### src/include/hbh_pkg.sv
// Shared constants and types for the host bus handoff block.
// Assumes a single 250 MHz clock and a synchronous active-low reset.
package hbh_pkg;
  // Clock period in picoseconds.
  localparam int unsigned CLK_PERIOD_PS = 4000;
  // The grant line floats for one input clock cycle before it is driven.
  localparam int unsigned GRANT_FLOAT_CYCLES = 1;
  localparam logic [1:0] GRANT_FLOAT_CNT = 2'(GRANT_FLOAT_CYCLES);
  // Number of processor bus request lines in a multiprocessing system.
  localparam int unsigned NUM_PROC = 6;
  // Width of the external bus handed over to the host.
  localparam int unsigned ADDR_W = 24;
  localparam int unsigned DATA_W = 32;
  localparam int unsigned SEL_W = 4;
  localparam int unsigned STRB_W = 2;
  // Value of the two-stage synchroniser after reset (lines idle high).
  localparam logic SYNC_RESET = 1'b1;
  // Handoff sequencer states.
  typedef enum logic [1:0] {
    HBH_IDLE,
    HBH_RELEASE,
    HBH_GRANT
  } hbh_state_t;
endpackage

### src/rtl/hbh_sync.sv
// Two-flip-flop synchroniser for a vector of asynchronous pin inputs.
// Assumes the inputs are idle high; reset loads the idle level.
`timescale 1ns/1ps
`default_nettype none
module hbh_sync #(
  parameter int unsigned W = 1
) (
  // Clock and reset.
  input wire logic ref_clk,
  input wire logic resetn,
  // Raw and synchronised levels.
  input wire logic [W-1:0] async_in,
  output logic [W-1:0] sync_out
);
  import hbh_pkg::*;
  logic [W-1:0] meta_q;

  // The first stage feeds only the second stage to contain metastability.
  always_ff @(posedge ref_clk) begin
    if (!resetn) begin
      meta_q <= {W{SYNC_RESET}};
      sync_out <= {W{SYNC_RESET}};
    end else begin
      meta_q <= async_in;
      sync_out <= meta_q;
    end
  end
endmodule
`default_nettype wire

### src/rtl/hbh_top.sv
// Host bus handoff: grants the external bus to a host processor.
// Assumes pins are external and asynchronous; one 250 MHz clock.
// What this block does
// RQ1: Host drives active-low request to take bus.
// RQ2: Master releases bus, then asserts host grant.
// RQ3: Released address, data, selects, strobes float.
// RQ4: Host request outranks all processor requests.
// RQ5: Grant held low while request stays asserted.
// RQ6: Only the bus master drives the grant.
// RQ7: Grant floats one clock before being driven.
// RQ8: Host asserts chip select to access device.
// RQ9: Ready pulled low while select and request asserted.
// RQ10: Release ends grant, arbitration resumes next cycle.
`timescale 1ns/1ps
`default_nettype none
module hbh_top (
  // Clock and reset.
  input wire logic ref_clk,
  input wire logic resetn,
  // Host side pins, asynchronous.
  input wire logic host_bus_request_n,
  input wire logic host_chip_select_n,
  // Processor bus requests, asynchronous, active low.
  input wire logic [hbh_pkg::NUM_PROC-1:0] processor_bus_requests_n,
  // This device is the current bus master when high.
  input wire logic bus_master,
  // Internal bus drive values from the external port.
  input wire logic [hbh_pkg::ADDR_W-1:0] bus_addr_d,
  input wire logic [hbh_pkg::DATA_W-1:0] bus_data_d,
  input wire logic [hbh_pkg::SEL_W-1:0] bus_sel_d,
  input wire logic [hbh_pkg::STRB_W-1:0] bus_strb_d,
  // External bus outputs and their enable.
  output logic [hbh_pkg::ADDR_W-1:0] bus_addr_o,
  output logic [hbh_pkg::DATA_W-1:0] bus_data_o,
  output logic [hbh_pkg::SEL_W-1:0] bus_sel_o,
  output logic [hbh_pkg::STRB_W-1:0] bus_strb_o,
  output logic bus_oe,
  // Host grant pin, three signals.
  input wire logic host_bus_grant_n_i,
  output logic host_bus_grant_n_o,
  output logic host_bus_grant_n_oe,
  // Open-drain ready pin.
  output logic host_access_ready_o,
  output logic host_access_ready_oe,
  // Processor arbitration is allowed when high.
  output logic proc_arb_enable
);
  import hbh_pkg::*;

  logic hreq_s;
  logic cs_s;
  logic [NUM_PROC-1:0] preq_s;
  hbh_state_t state_q;
  logic [1:0] float_cnt_q;
  logic host_req;

  // The request and select pin inputs pass two flip-flops before use.
  hbh_sync #(.W(NUM_PROC + 2)) u_sync (
    .ref_clk(ref_clk),
    .resetn(resetn),
    .async_in({host_bus_request_n, host_chip_select_n,
               processor_bus_requests_n}),
    .sync_out({hreq_s, cs_s, preq_s})
  );

  assign host_req = !hreq_s; // Host asks for the bus. [RQ1]

  // Sequencer: release the bus, float the grant one cycle, then grant.
  always_ff @(posedge ref_clk) begin
    if (!resetn) begin
      state_q <= HBH_IDLE;
      float_cnt_q <= 2'h0;
    end else begin
      case (state_q)
        HBH_IDLE: begin
          if (host_req && bus_master) begin // [RQ2] [RQ4]
            state_q <= HBH_RELEASE;
            float_cnt_q <= GRANT_FLOAT_CNT;
          end
        end
        HBH_RELEASE: begin
          if (!host_req) begin
            state_q <= HBH_IDLE;
          end else if (float_cnt_q == 2'h1) begin // [RQ7]
            state_q <= HBH_GRANT;
          end else begin
            float_cnt_q <= float_cnt_q - 2'h1;
          end
        end
        HBH_GRANT: begin
          if (!host_req) begin // [RQ5] [RQ10]
            state_q <= HBH_IDLE;
          end
        end
        default: state_q <= HBH_IDLE;
      endcase
    end
  end

  // Grant pin: driven only by the master, floated in the release cycle.
  // The external pull-up holds the line high while it floats.
  always_ff @(posedge ref_clk) begin
    if (!resetn) begin
      host_bus_grant_n_o <= 1'b1;
      host_bus_grant_n_oe <= 1'b0;
    end else begin
      host_bus_grant_n_o <= !(state_q == HBH_RELEASE && host_req &&
                              float_cnt_q == 2'h1) &&
                            !(state_q == HBH_GRANT && host_req); // [RQ5]
      host_bus_grant_n_oe <= bus_master &&
                             !(state_q == HBH_IDLE && host_req); // [RQ6] [RQ7]
    end
  end

  // External bus floats whenever the host owns it or handoff runs.
  always_ff @(posedge ref_clk) begin
    if (!resetn) begin
      bus_addr_o <= '0;
      bus_data_o <= '0;
      bus_sel_o <= '0;
      bus_strb_o <= '0;
      bus_oe <= 1'b0;
    end else begin
      bus_addr_o <= bus_addr_d;
      bus_data_o <= bus_data_d;
      bus_sel_o <= bus_sel_d;
      bus_strb_o <= bus_strb_d;
      bus_oe <= bus_master && !host_req; // [RQ3]
    end
  end

  // Processor arbitration pauses while the host wants the bus.
  // Requests are not queued here; the arbiter samples them itself.
  always_ff @(posedge ref_clk) begin
    if (!resetn) begin
      proc_arb_enable <= 1'b1;
    end else begin
      proc_arb_enable <= !host_req; // [RQ4] [RQ10]
    end
  end

  // Ready is open drain: low inserts wait states for register access.
  always_ff @(posedge ref_clk) begin
    if (!resetn) begin
      host_access_ready_o <= 1'b0;
      host_access_ready_oe <= 1'b0;
    end else begin
      host_access_ready_o <= 1'b0;
      host_access_ready_oe <= !cs_s && host_req; // [RQ8] [RQ9]
    end
  end
endmodule
`default_nettype wire
### config.mk
export PLATFORM = sky130hd
export DESIGN_NAME = hbh_top
export DESIGN_NICKNAME = d
export VERILOG_FILES = /design/src/include/hbh_pkg.sv /design/src/rtl/hbh_sync.sv /design/src/rtl/hbh_top.sv
export SDC_FILE = /design/constraint.sdc
export NUM_CORES = 1
export LEC_CHECK = 0
export BUFFER_PORTS_ARGS = -buffer_cell sky130_fd_sc_hd__buf_2
export CAP_MARGIN = 20
export CORE_ASPECT_RATIO = 1.75
export CORE_MARGIN = 10
export CORE_UTILIZATION = 40
export DETAILED_ROUTE_END_ITERATION = 16
export PLACE_DENSITY = 0.87
export SETUP_SLACK_MARGIN = 0.2
export SLEW_MARGIN = 20
export SYNTH_ARGS = -nofsm -noshare
export SYNTH_HDL_FRONTEND = slang
export SYNTH_SLANG_ARGS = --single-unit
### constraint.sdc
create_clock -name ref_clk -period 1.6 [get_ports ref_clk]
set_input_delay 0.16 -clock ref_clk [delete_from_list [all_inputs] [get_ports ref_clk]]
set_output_delay 0.16 -clock ref_clk [all_outputs]
set_load 0.005 [all_outputs]
== Word level (Yosys, flattened, before mapping) ==
Index checks and enable logic that the tools add are counted.
Word-level totals
  memories: 0
  word-level logic and storage cells: 48
  RAM bits: 0
  latch bits: 0
  bits in registers: 87
  bits in read-only memories: 0
Operators by class
  muxes and demuxes: 8
  add/sub/neg operators: 1
  magnitude comparators: 0
  multiply operators: 0
  reductions and logical operators: 18
  divide/modulo/power cells: 0
  shift operators: 0
  equality and inequality tests: 8
  bitwise operators: 0
Operators with widths (number)
  $mux W2: 6
  $logic_and A1 B1 Y1: 9
  $ne A2 B2 Y1 const B: 3
  $pmux W2 S3: 1
  $logic_not A1 Y1: 5
  $eq A2 B1 Y1 const B: 2
  $pmux W2 S2: 1
  $reduce_and A4 Y1: 1
  $ne A3 B1 Y1 const B: 1
  $reduce_and A3 Y1: 1
  $eq A2 B2 Y1 const B: 1
  $logic_not A2 Y1: 1
  $ne A2 B1 Y1 const B: 1
  $reduce_bool A2 Y1: 1
  $sub A2 B1 Y2 const B: 1

== Depth between registers and ports, before layout ==
  word-level depth: 5
  depth in mapped cells: 5
  depth with buffers taken out: 5

== Hierarchy ==
Synthesis repeated with hierarchy kept, for this count alone.
Second synthesis, totals
  cell total of the unflattened synthesis: 202
  area, all modules: 2458.6 µm²
Modules (own cells, without submodules)
  hbh_top: cells an instance 169, area each 2026.9 µm², times used 1
  hbh_sync: cells an instance 33, area each 431.7 µm², times used 1

== Worst setup path before layout ==
No wires, ideal clock.
  kind: reg2reg
  from: register float_cnt_q[0]
  to: register float_cnt_q[0]
  library setup time: 0.072 ns
  cell stages (with the launch flop): 5
  data required time: 1.528 ns
  arrival time: 1.005 ns
  setup slack: 0.523 ns
  period minus slack after synthesis: 1.077 ns
  cell sequence: dfxtp_1 -> ha_1 -> and2b_4 -> o21ai_2 -> mux2i_1
On the way
  word-level cells in the longest chain between the ends: 4
  elaborated cells on any way between the ends: 7
  those cells by class: add/sub: 1; eq/ne: 2; mux: 3; reduce/logical: 1
Ends and longest elaborated chain
  from (decl): line hbh_top.sv:54  | logic [1:0] float_cnt_q;
  from (signal assigned): line hbh_top.sv:87  | float_cnt_q <= float_cnt_q - 2'h1;
  $sub A2 B1 Y2: line hbh_top.sv:87
  $mux W2: line hbh_top.sv:84  | end else if (float_cnt_q == 2'h1) begin
  $mux W2: line hbh_top.sv:82  | if (!host_req) begin
  $pmux W2 S2: line hbh_top.sv:74  | case (state_q)
Several ways; a longest one is shown, not always the timed one. The select of a mux whose other input is x is not followed.
A chain may end at the register's enable or synchronous reset.

== Worst setup path in the final report ==
  from: register float_cnt_q[0]
  to: register float_cnt_q[1]
The elaborated chain is that of the path after synthesis.

==> results.md <==
- # rows: 35
- Drt first-iter violations: 102
- Final max-slew violation count: 0
- Area occupied by multi-input gates: 573 um2
- GR Overflow Total: 0
- Area growth syn-to-layout: 53.2%
- Vias in the first global route: 1748
- Cells on worst reg2reg path: 4
- Power density over the cells: roughly 1100 mW/mm2
- Gate Count Post-Synth: roughly 170
- CTS Buffer Depth: 2
- Global-route wire length before repair: 8320 um
- Cts repair resizes: 0
- Wire per inst: approximately 15 um
- Critical path startpoint category: flop
- Synth cell types: 22
- Worst hold slack: 0.0144 ns
- Synth Area in XOR/XNOR: 0
- Top_reg_cell synth: dfxtp_1
- Post-route ant nets: 0
- Fillers: 440
- Antenna diode count: 0
- First drt pass iteration count: 3
- Peak supply drop: ~0.7 mV
- Fmax: around 0.84 GHz
- Die X: 75.1 um
- Setup TNS: 0 ns
- Drt drc: 0
- Reg clk slew, reported paths: 0.08 ns
- LEAKAGE: approximately 1.7 nW
- Fraction of registers with async set/reset: 0
- Initial antenna violation count: 0
- Avg Synthesized Cell Area: 12.2 um2
- Count of final hold-check violations: 0
- GPL Wtd Cong: 0.689
- Gr usage total: 0.131
- Share of post-route cells with drive strength above 1: 0.450
- Commonest non-fill, non-tap cells in the layout: 133 x buf_2, 75 x dfxtp_1, 62 x and2_1, 24 x dlygate4sd3_1, 9 x clkbuf_8
- Crit path largest cell delay: 0.36 ns
- DR vias/cell: 4.23
- Syn nets: 249
- Total die area: approximately 0.0088 mm2
- FF+latch area: between 0.0015 and 0.002 mm2
- Largest family of logic cells by synthesized area: simple AND/OR/NAND/NOR gates
- Crit path launch: float_cnt_q[0]
- Fin crit share: 0.741
- Crit path buffers/inverters: 0
- Root Buffer: clkbuf_8
- Adder-cell share of the synthesized area: 0.00588
- R2R Path End: float_cnt_q[1]
- WL final: ~5900 um
- Placed cell area: ~0.0028 mm2
- Type of the most critical hold path: in -> reg
- CP max FO: 3
- CTS Buf Count: 9
- Delay-heaviest family, CP: flip-flops
- Setup Skew: 0.00715 ns
- CP Class: reg -> reg
- Die Span Y: 116 um
- CTS Sinks: 75
- Max-Cap Viols: 0
- Critical path data required time: roughly 1.9 ns
- Critical Path, Cell by Cell: ha_1 -> and2b_4 -> o21ai_2 -> mux2i_1
- Reg2reg start: float_cnt_q[0]
- Worst Path Arrival: 1.46 ns
- Fin crit period: 1.19 ns
- Number of synthesized flops with an enable pin: 0
- Core Region: 0.00521 mm2
- Netlist Area Pre-Place: 0.00213 mm2
- Vias: 1669
- CTS tree: yes
- Warning count from the yosys run: 0
- Slowest CP cell: dfxtp_1
- # hold bufs at CTS: 22
- I/O pins: 142
- FF+latch count, synth: 75
- Htree depth: 3
- Total setup buffers inserted after CTS: 0
- Clock latency on the worst-skew pair: ~0.35 ns
- Port Buffer Count: 133
- Critical Path Stages: 4
- Setup repair after global routing missed its margin: false
- CP endpoint: float_cnt_q[1]
- Most common cell after layout, fill and taps aside: buf_2
- Core Util, Final: 0.626
- Simple-Gate Fraction of Synth Area: 0.233
- Dpl hpwl: 4410 um
- Largest net degree at the start of global routing: 34
- Compound-Gate Fraction of Synth Area: 0.0194
- Status: finished clean
- Final net count: 410
- HP Start: bus_addr_d[2]
- Starting Density: 0.408
- Final setup viols: 0
- Seq/Total Area, Yosys: 0.705
- Post-route design area: 0.00326 mm2
- R2r setup slk: 0.41 ns
- Worst setup EP type: flop
- Mux share of post-synthesis cell area: 0.00941
[cells by family after synthesis]
logic type	count (synthesis)
AND/OR/NAND/NOR	80
adder cells (fa/ha/maj)	1
flip-flops	75
other	1
multiplexers	2
AO/OA/AOI/OAI	5
buffers and inverters	10
[layout make-up]
| type | instances | share of cell area |
|---|---|---|
| Clock buffer | 10 | 0.0391 |
| Sequential cell | 75 | 0.460 |
| Clock inverter | 6 | 0.0200 |
| Multi-Input combinational cell | 89 | 0.176 |
| Timing Repair Buffer | 159 | 0.282 |
| Inverter | 1 | 0.00115 |
| Tap cell | 55 | 0.0211 |
[synthesized netlist by cell type, drive strengths merged (2+ instances only)]
master | instances | share of area
nand2b | 5 | 0.015
mux2i | 2 | 0.0094
nand2 | 2 | 0.0035
nor2 | 4 | 0.0071
and2 | 62 | 0.18
dfxtp | 75 | 0.71
buf | 9 | 0.024
nor2b | 3 | 0.012
[sequential cells by signal (all words and copies together), names as in the netlist]
register,count
bus_data_o,32
bus_addr_o,24
bus_sel_o,4
bus_strb_o,2
float_cnt_q,2
state_q,2
u_sync.meta_q,2
u_sync.sync_out,2
bus_oe,1
host_access_ready_oe,1
host_bus_grant_n_o,1
host_bus_grant_n_oe,1
proc_arb_enable,1
[where the power goes]
part | internal [mW] | total, mW | leakage (nW) | switching, mW
clock | 0.723 | 1.40 | 0.0966 | 0.679
sequential | 1.96 | 1.98 | 0.623 | 0.0225
combinational | 0.200 | 0.319 | 0.936 | 0.120
[routing by layer]
metal | wire (um) | GRT usage | vias up
met2 | 3480 | 0.248 | 61
met3 | 452 | 0.0400 | 14
met5 | 0 | 0 | -
li1 | - | - | 851
met4 | 218 | 0.0922 | 0
met1 | 1740 | 0.106 | 743
[per-stage QoR]
| step | power, mW | cells | setup slack, ns |
|---|---|---|---|
| after floorplan | 2.13 | 174 | 0.523 |
| after global placement | 2.29 | 355 | 0.476 |
| after detailed placement | 2.30 | 355 | 0.420 |
| after CTS | 3.75 | 393 | 0.401 |
| after global routing | 3.87 | 395 | 0.314 |
| final | 3.70 | 395 | 0.415 |
[worst min path at each step]
stage | end | slack [ns] | cells after the start
detailed placement | u_sync.meta_q[6] | 0.35 | 2
floorplan | u_sync.meta_q[6] | 0.26 | 1
finish | bus_addr_o[2] | 0.01 | 2
CTS | bus_addr_o[8] | 0.001 | 2
global placement | u_sync.meta_q[6] | 0.35 | 2
global route | bus_sel_o[3] | 0.005 | 2
[worst register-to-register path, stage by stage (launching register included)]
cell and delay (ns):
dfxtp_1 0.36, ha_1 0.17, and2b_4 0.19, o21ai_2 0.19, mux2i_1 0.20
(Power assumes the default switching activity.)
